[src/hdl/tcd_pkg.sv]
// package: constants for the terminal command decoder
package tcd_pkg;
  // timing
  localparam int CLK_HZ          = 100_000_000;
  localparam int FILT_TICK_NS    = 1_000_000;   // filter counts in 1 ms steps
  localparam int FILT_TICK_CYC   = FILT_TICK_NS / 10;
  localparam int FILT_MAX_MS     = 1000;        // 1.000 s
  localparam int FILT_DEF_MS     = 10;          // 0.010 s
  localparam int RATE_TICK_CYC   = CLK_HZ / 1000; // rate applied every 1 ms
  localparam int RATE_DEF        = 1000;        // 1.00 Hz/s in 0.001 units
  localparam int FRAC_DIV        = 1000;        // ms ticks per second
  // control-scheme codes
  localparam logic [1:0] MODE_2W1 = 2'h0;
  localparam logic [1:0] MODE_2W2 = 2'h1;
  localparam logic [1:0] MODE_3W1 = 2'h2;
  localparam logic [1:0] MODE_3W2 = 2'h3;
  // frequency routing of the selected preset
  localparam logic [1:0] DEST_SPEED = 2'h0;
  localparam logic [1:0] DEST_PID   = 2'h1;
  localparam logic [1:0] DEST_VF    = 2'h2;
  // terminal bit positions after filtering
  localparam int T_PS0 = 0;
  localparam int T_PS3 = 3;
  localparam int T_RS0 = 4;
  localparam int T_RS1 = 5;
  localparam int T_FWD = 6;
  localparam int T_REV = 7;
  localparam int T_EN  = 8;
  localparam int T_UP  = 9;
  localparam int T_DN  = 10;
  localparam int N_TERM = 11;
  // preset full scale is 100.0 % in 0.1 % units
  localparam int PCT_FULL = 1000;
endpackage

[src/hdl/tcd_terminal_command_decoder.sv]
// module: terminal filter, preset/ramp select, run scheme and up/down ramp
`timescale 1ns/1ps
module tcd_terminal_command_decoder #(
  parameter int PW = 16,          // preset percent width
  parameter int FW = 24           // frequency width, 0.001 or 0.01 Hz units
) (
  input  wire logic                core_clk,
  input  wire logic                nrst,
  input  wire logic [3:0]          presetSel,
  input  wire logic [1:0]          rampSel,
  input  wire logic                forwardRun,
  input  wire logic                reverseOrDirectionTerminal,
  input  wire logic                runEnableTerminal,
  input  wire logic                upTerminal,
  input  wire logic                downTerminal,
  input  wire logic [10:0]         filterMs,
  input  wire logic [1:0]          schemeMode,
  input  wire logic [1:0]          presetDest,
  input  wire logic                oneDecimal,
  input  wire logic [15:0]         upDownRate,
  input  wire logic [FW-1:0]       maxFreq,
  input  wire logic [16*PW-1:0]    presetTable,
  output logic [3:0]               presetIdx,
  output logic [FW-1:0]            presetFreq,
  output logic [PW-1:0]            pidRef,
  output logic [PW-1:0]            vfVoltRef,
  output logic [1:0]               rampPair,
  output logic                     runCmd,
  output logic                     dirReverse,
  output logic [FW-1:0]            setFreq
);
  localparam int NT = tcd_pkg::N_TERM;
  localparam int FCW = $clog2(tcd_pkg::FILT_MAX_MS + 1);
  localparam int MCW = $clog2(tcd_pkg::FILT_TICK_CYC);

  // elaboration checks: the percent field must hold full scale (1000)
  // and the frequency must hold the largest slew step with headroom
  initial begin
    if (PW < 11) begin
      $error("tcd: preset width below 11 bits");
    end
    if (FW < 17) begin
      $error("tcd: frequency width below 17 bits");
    end
  end

  // ==========================================================
  // input synchronisers
  // terminals are wired to switches and relays, so every one of them is
  // asynchronous; only sync_reg is read downstream
  logic [NT-1:0] rawIn;
  logic [NT-1:0] meta_reg;
  logic [NT-1:0] sync_reg;
  assign rawIn = {downTerminal, upTerminal, runEnableTerminal,
                  reverseOrDirectionTerminal, forwardRun, rampSel, presetSel};

  always_ff @(posedge core_clk or negedge nrst) begin
    if (!nrst) begin
      meta_reg <= '0;
      sync_reg <= '0;
    end else begin
      meta_reg <= rawIn;
      sync_reg <= meta_reg;
    end
  end

  // ==========================================================
  // millisecond tick shared by filter and ramp
  // one free-running divider for both users: a filter time of F ms thus
  // accepts a level after F-1 to F ms, depending on the tick phase
  logic [MCW-1:0] msCnt_reg;
  logic [MCW-1:0] msCnt_next;
  logic           msTick;
  always_comb begin
    msTick = (msCnt_reg == MCW'(tcd_pkg::FILT_TICK_CYC - 1));
    msCnt_next = msTick ? '0 : msCnt_reg + 1'b1;
  end
  always_ff @(posedge core_clk or negedge nrst) begin
    if (!nrst) msCnt_reg <= '0;
    else msCnt_reg <= msCnt_next;
  end

  // ==========================================================
  // filters: a level counts ms while it differs from the accepted one
  logic [10:0]   filtLim;
  logic [NT-1:0] filt_reg;
  logic [NT-1:0] filt_next;
  logic [FCW-1:0] fCnt_reg [NT];
  logic [FCW-1:0] fCnt_next [NT];
  assign filtLim = (filterMs > 11'(tcd_pkg::FILT_MAX_MS)) ?
                   11'(tcd_pkg::FILT_MAX_MS) : filterMs;

  generate
    for (genvar i = 0; i < NT; i++) begin : g_filt
      always_comb begin
        fCnt_next[i] = fCnt_reg[i];
        filt_next[i] = filt_reg[i];
        if (sync_reg[i] == filt_reg[i]) begin
          fCnt_next[i] = '0;
        end else if (FCW'(filtLim) == '0 ||
                     (msTick && fCnt_reg[i] + 1'b1 >= FCW'(filtLim))) begin
          filt_next[i] = sync_reg[i];
          fCnt_next[i] = '0;
        end else if (msTick) begin
          fCnt_next[i] = fCnt_reg[i] + 1'b1;
        end
      end
      always_ff @(posedge core_clk or negedge nrst) begin
        if (!nrst) begin
          fCnt_reg[i] <= '0;
          filt_reg[i] <= 1'b0;
        end else begin
          fCnt_reg[i] <= fCnt_next[i];
          filt_reg[i] <= filt_next[i];
        end
      end
    end
  endgenerate

  // ==========================================================
  // preset and ramp selection
  // the scaled frequency is only driven when presets feed the speed
  // reference; the other two routes carry the raw percent, so that the
  // regulator or the V/f stage applies its own full scale
  logic [3:0]       idx;
  logic [PW-1:0]    pct;
  logic [FW+PW-1:0] prod;
  logic [FW-1:0]    pFreq_next;
  logic [PW-1:0]    pid_next;
  logic [PW-1:0]    vf_next;
  logic [1:0]       ramp_next;
  always_comb begin
    idx = filt_reg[tcd_pkg::T_PS3:tcd_pkg::T_PS0];
    pct = presetTable[idx*PW +: PW];
    // full-width product so no preset loses bits before the divide
    prod = (FW+PW)'(maxFreq) * (FW+PW)'(pct);
    pFreq_next = '0;
    pid_next = '0;
    vf_next = '0;
    ramp_next = filt_reg[tcd_pkg::T_RS1:tcd_pkg::T_RS0];
    if (presetDest == tcd_pkg::DEST_SPEED) begin
      pFreq_next = FW'(prod / (FW+PW)'(tcd_pkg::PCT_FULL));
    end
    if (presetDest == tcd_pkg::DEST_PID) begin
      pid_next = pct;
    end
    if (presetDest == tcd_pkg::DEST_VF) begin
      vf_next = pct;
    end
  end
  always_ff @(posedge core_clk or negedge nrst) begin
    if (!nrst) begin
      presetIdx  <= '0;
      presetFreq <= '0;
      pidRef     <= '0;
      vfVoltRef  <= '0;
      rampPair   <= '0;
    end else begin
      presetIdx  <= idx;
      presetFreq <= pFreq_next;
      pidRef     <= pid_next;
      vfVoltRef  <= vf_next;
      rampPair   <= ramp_next;
    end
  end

  // ==========================================================
  // run scheme decoding
  logic fwdL, revL, enL;
  logic fwdPrev_reg, revPrev_reg;
  logic run_next, dir_next;
  logic fwdRise, revRise;
  always_comb begin
    fwdL = filt_reg[tcd_pkg::T_FWD];
    revL = filt_reg[tcd_pkg::T_REV];
    enL = filt_reg[tcd_pkg::T_EN];
    fwdRise = fwdL && !fwdPrev_reg;
    revRise = revL && !revPrev_reg;
    run_next = runCmd;
    dir_next = dirReverse;
    unique case (schemeMode)
      tcd_pkg::MODE_2W1: begin
        run_next = fwdL ^ revL;
        // direction is kept while stopped, so a restart shows no glitch
        if (fwdL ^ revL) begin
          dir_next = revL;
        end
      end
      tcd_pkg::MODE_2W2: begin
        run_next = fwdL;
        dir_next = revL;
      end
      tcd_pkg::MODE_3W1: begin
        if (!enL) begin
          run_next = 1'b0;
        end else if (fwdRise) begin
          run_next = 1'b1;
          dir_next = 1'b0;
        end else if (revRise) begin
          run_next = 1'b1;
          dir_next = 1'b1;
        end
      end
      tcd_pkg::MODE_3W2: begin
        if (!enL) begin
          run_next = 1'b0;
        end else if (fwdRise) begin
          run_next = 1'b1;
        end
        dir_next = revL;
      end
    endcase
  end
  // edge memories follow the filtered level in every scheme, so entering
  // a three-wire scheme with a terminal already closed is not an edge
  always_ff @(posedge core_clk or negedge nrst) begin
    if (!nrst) begin
      runCmd      <= 1'b0;
      dirReverse  <= 1'b0;
      fwdPrev_reg <= 1'b0;
      revPrev_reg <= 1'b0;
    end else begin
      runCmd      <= run_next;
      dirReverse  <= dir_next;
      fwdPrev_reg <= fwdL;
      revPrev_reg <= revL;
    end
  end

  // ==========================================================
  // up/down slew: rate in 0.001 (or 0.01) Hz/s units, same as setFreq
  // units, so each ms adds rate/1000 with the remainder carried
  // the remainder register makes slow rates exact over a second instead
  // of rounding every millisecond step down to zero
  logic [9:0]    frac_reg;
  logic [9:0]    frac_next;
  logic [FW-1:0] sf_next;
  logic [16:0]   acc;
  logic [FW-1:0] step;
  logic          upL;
  logic          dnL;
  always_comb begin
    upL = filt_reg[tcd_pkg::T_UP];
    dnL = filt_reg[tcd_pkg::T_DN];
    // decimal setting only rescales units, the raw count stays the same
    acc = 17'(frac_reg) + 17'(upDownRate);
    step = FW'(acc / 17'(tcd_pkg::FRAC_DIV));
    frac_next = frac_reg;
    sf_next = setFreq;
    // both terminals active cancel out, as do both idle
    if (msTick && (upL ^ dnL)) begin
      frac_next = 10'(acc % 17'(tcd_pkg::FRAC_DIV));
      if (upL) begin
        if (maxFreq - setFreq < step) begin
          sf_next = maxFreq;
        end else begin
          sf_next = setFreq + step;
        end
      end else begin
        if (setFreq < step) begin
          sf_next = '0;
        end else begin
          sf_next = setFreq - step;
        end
      end
    end
    // a lowered maximum pulls the set frequency down at once
    if (sf_next > maxFreq) begin
      sf_next = maxFreq;
    end
  end
  always_ff @(posedge core_clk or negedge nrst) begin
    if (!nrst) begin
      setFreq  <= '0;
      frac_reg <= '0;
    end else begin
      setFreq  <= sf_next;
      frac_reg <= frac_next;
    end
  end
endmodule

[config.mk]
export PLATFORM = sky130hd
export DESIGN_NAME = tcd_terminal_command_decoder
export DESIGN_NICKNAME = d
export VERILOG_FILES = /design/src/hdl/tcd_pkg.sv /design/src/hdl/tcd_terminal_command_decoder.sv
export SDC_FILE = /design/constraint.sdc
export NUM_CORES = 2
export LEC_CHECK = 0
export ABC_AREA = 1
export CORE_MARGIN = 2
export CORE_UTILIZATION = 40
export CTS_BUF_LIST = sky130_fd_sc_hd__clkbuf_8
export CTS_CLUSTER_DIAMETER = 60
export DETAILED_ROUTE_END_ITERATION = 10
export DONT_BUFFER_PORTS = 1
export HOLD_SLACK_MARGIN = 0.1
export SYNTH_ARGS = -nofsm -noshare
export SYNTH_HDL_FRONTEND = slang
export SYNTH_SLANG_ARGS = --single-unit
[constraint.sdc]
create_clock -name core_clk -period 22.7 [get_ports core_clk]
set_clock_uncertainty 0.15 [all_clocks]
set_input_delay 3.405 -clock core_clk [delete_from_list [all_inputs] [get_ports core_clk]]
set_output_delay 3.405 -clock core_clk [all_outputs]
set_load 0.1 [all_outputs]
==> flow_results.org <==
** Final layout
- Area Overhead vs Synth :: 25.9%
- The finished cells cover 0.0521 sq mm.
- After the last flow step, the layout net total stands at 7,292.
- Max reg flops :: 110
- Utilization of the core after routing :: 51.0%
- For this run, the number of standard cells in the final layout without fillers is 7,766.
- Fraction of final layout cells sized beyond drive strength 1 :: 26.6%

** Drt
- Starting DRC count in detailed routing :: 2,354
- DRC violations left :: 0
- Wirelength per Cell :: 17.3 um
- The final route contains 39,600 vias.
- Wires add up to 134,000 um.
- Detailed-routing iteration count for the pre-antenna-repair pass :: 6
- Dividing the detail-routed via count by the number of cells gives 5.10.
- Once detail routing completed, the nets flagged for antenna violations numbered 0.

** Synth
- Area of the mapped netlist :: 0.0414 sq mm
- Of all flip-flops after synthesis, the portion carrying an async set or reset was 100%.
- By area the synthesized netlist is led by sky130_fd_sc_hd__dfrtp_1 16%, sky130_fd_sc_hd__fa_1 15%, sky130_fd_sc_hd__nand2_1 9.6%.
- During synthesis, Yosys emitted a total of 0 warnings.
- Yosys mapped the design onto 84 distinct sky130hd cell types.
- Counting instances in the post-synthesis netlist gives the leading cell types as 1,060 x sky130_fd_sc_hd__nand2_1, 1,032 x sky130_fd_sc_hd__inv_1, 488 x sky130_fd_sc_hd__nor2_1.
- Post-synth EDFFs :: 0
- After synthesis the netlist holds a flip-flop and latch count of 260.
- Cell with the most instances after synthesis :: sky130_fd_sc_hd__nand2_1
- Share of synthesized area occupied by flip-flops and latches :: 15.7%
- Top_reg_cell synth :: sky130_fd_sc_hd__dfrtp_1
- Synthesized instance count :: 5,727
- Top cell type by total area after synthesis :: sky130_fd_sc_hd__dfrtp_1
- A synthesized cell averages 7.23 sq um.
- Post-synth top area share :: 15.7%

** GRT
- Global routing used 24.9% of the available tracks.
- Largest net degree at the start of global routing :: 261
- Summed over all layers, the global routing overflow is 0.
- The via count of the first global-routing pass is 39,100.
- Number of antenna violations at the first check in global routing :: 17
- The first global-routing pass estimated 210,000 um of wire.

** Hold path
- Critical hold path startpoint :: meta_reg[2]
- The min-delay analysis places its worst path in the category reg -> reg.
- The path with the worst hold slack has its endpoint at sync_reg[2].
- The worst hold path passes through 0 cells.

** Clocking
- CTS tree :: done
- The number of clock buffers added by TritonCTS is 53.
- The tree is rooted in a sky130_fd_sc_hd__clkbuf_8.
- Maximum buffer depth of the clock tree :: 3
- Register clock-pin slew on the reported worst setup and hold paths :: 0.06 ns
- Hold bufs inserted after CTS :: 0
- The later pin in the worst-skew pair is clocked with a latency of 0.72 ns.
- Total clock sinks :: 260
- The H-tree generated during clock tree synthesis spans 2 levels.

** Timing
- At the pin with the least slew margin, the transition time is 1.23 ns.
- The final max-slew violation count came to 0.
- Subtracting the final worst setup slack from the clock period gives 24.07 ns.
- Tcrit/Tclk final :: 106%
- Final setup vio count :: 4
- Setup slack on the critical path of the routed design comes to -1.37 ns.
- The worst pin sits at a relative slew slack of 17.9%.
- Setup repair after global routing could not meet its margin everywhere.
- Final hold viol count :: 0
- Maximum clock frequency :: 41.5 MHz

** Critical path
- Crit path largest cell delay :: 0.57 ns
- The worst setup path is launched from an input pin.
- Required time at the worst-slack endpoint :: 23.08 ns
- In this run the worst path has a maximum fanout of 8.
- Standard cell with the maximum stage delay on the critical path :: sky130_fd_sc_hd__fa_1
- Crit path top cell by count :: sky130_fd_sc_hd__nand2_4
- Setup slack of the most critical reg-to-reg path :: 0.07 ns
- Endpoint kind of the worst setup timing path :: flop
- Number of cell instances on the worst register-to-register path :: 172
- Endpoint of the most critical register-to-register path :: presetFreq[0]
- The worst setup path is of the in -> reg kind.
- The worst register-to-register path begins at filt_reg[0].
- Endpoint arrival time on the critical path :: 24.45 ns

** Place
- The congestion estimate from routability-driven global placement came to 0.945.
- Detailed placer's ending HPWL :: 106,000 um
- After detailed placement, the total cell area comes to 0.0473 sq mm.
- In this run, placement finished with an instance count of 7,539.
- Port bufs :: 0

** Floorplanning
- The initialized floorplan defines 117 standard-cell rows.
- Initial Utilization :: 40.5%
- The die is 326 um tall.
- Die area :: 0.106 sq mm
- The core region is 0.102 sq mm.
- I/O pin cnt :: 413
- In this run the horizontal extent of the chip is 326 um.

** Status
- The run finished, with violations left.
- The checks that failed: negative setup slack.

** Run
- The tool flagged a number of max-cap violations equal to 0.
==> cells in the final DEF (no fill, tap or decap), types with 14 or more instances in the layout <==
cell type and instances:
sky130_fd_sc_hd__o22ai_1 52, sky130_fd_sc_hd__ha_4 21, sky130_fd_sc_hd__inv_2 80, sky130_fd_sc_hd__xor2_1 191
sky130_fd_sc_hd__buf_6 16, sky130_fd_sc_hd__fa_1 296, sky130_fd_sc_hd__a21oi_2 34, sky130_fd_sc_hd__nand2_4 129
sky130_fd_sc_hd__o21bai_1 30, sky130_fd_sc_hd__dfrtp_1 257, sky130_fd_sc_hd__ha_1 293, sky130_fd_sc_hd__xnor2_1 21
sky130_fd_sc_hd__o21ai_1 38, sky130_fd_sc_hd__nand3_2 86, sky130_fd_sc_hd__nand4_1 68, sky130_fd_sc_hd__nand2_2 205
sky130_fd_sc_hd__nand2_1 972, sky130_fd_sc_hd__nor2_4 56, sky130_fd_sc_hd__buf_4 643, sky130_fd_sc_hd__fa_2 14
sky130_fd_sc_hd__o211ai_1 86, sky130_fd_sc_hd__o21bai_2 14, sky130_fd_sc_hd__a21oi_1 206, sky130_fd_sc_hd__mux2i_1 83
sky130_fd_sc_hd__buf_12 34, sky130_fd_sc_hd__o21ai_0 242, sky130_fd_sc_hd__a21oi_4 14, sky130_fd_sc_hd__inv_4 18
sky130_fd_sc_hd__nand3_1 177, sky130_fd_sc_hd__clkbuf_8 62, sky130_fd_sc_hd__o21a_1 53, sky130_fd_sc_hd__inv_1 1016
sky130_fd_sc_hd__nor2_1 445, sky130_fd_sc_hd__nor2_2 59, sky130_fd_sc_hd__nand3_4 37, sky130_fd_sc_hd__o21ai_2 34
sky130_fd_sc_hd__nor3_1 30
==> cells by family (layout without fill, tap and decap cells) <==
kind of cell / count (synthesis) / after routing / synth area share, %
muxes: 87 / 87 / 2.11
other: 2 / 17 / 0.0181
AOI/OAI and AO/OA: 913 / 913 / 13.5
and+or+nand+nor: 2345 / 2346 / 27.6
xor gates and xnor gates: 223 / 223 / 4.76
DFF: 260 / 260 / 15.7
adders and majority gates: 625 / 625 / 24.5
buffers and inverters: 1272 / 1927 / 11.7
==> worst max-delay path: cells and delay by family <==
kind            cells  cell delay (ns)
simple gates      106            10.58
buf+inv            39             4.09
fa+ha+maj           7             3.42
mux                 1             0.05
compound gates     16             2.63
xor+xnor            1             0.16
==> repair_timing <==
| item | in CTS | in global routing |
|---|---|---|
| pin swaps | 143 | 189 |
| setup endpoints to repair | 6 | 8 |
| resized for setup | 317 | 263 |
| setup buffers | 64 | 50 |
| gates cloned | 3 | 0 |
==> metrics by stage <==
| stage | setup TNS [ns] | hold slack, ns | setup slack [ns] |
|---|---|---|---|
| floorplan | -0.110 | 0.181 | -0.110 |
| global placement | -9.48 | 0.185 | -2.39 |
| detailed placement | -11.50 | 0.186 | -2.73 |
| CTS | -3.12 | 0.200 | -1.18 |
| global route | -11.83 | 0.205 | -2.91 |
| finish | -3.87 | 0.197 | -1.37 |
==> metal layers <==
layer  GRT usage (%)  up-vias  routed length [um]
met5           0.843        -                 197
met1            30.9    18800               55300
li1                -    19400                   -
met3            6.64      293               10400
met2            41.1     1090               62500
met4            9.40       14                5620
==> layout make-up <==
cell class,instances,area [sq um]
fillers,9939,50100
multi-input cells,4198,32400
flip-flops and latches,260,6510
repair buffers,697,5760
inverters,1132,4370
well taps,1368,1710
clock buffers,62,853
clock inverters,36,457
diodes,13,32.5
==> worst max path at each step <==
| stage | startpoint | to | slack, ns |
|---|---|---|---|
| after CTS | presetTable[243] | presetFreq[0] | -1.18 |
| after floorplan | presetTable[156] | presetFreq[0] | -0.11 |
| final | presetTable[243] | presetFreq[0] | -1.37 |
| after global placement | presetTable[78] | presetFreq[0] | -2.39 |
| after detailed placement | presetTable[78] | presetFreq[0] | -2.73 |
| after global routing | presetTable[150] | presetFreq[0] | -2.91 |
Power is not shown: default switching activity piles up to over one toggle a cycle in this logic, so the estimate is an artifact.
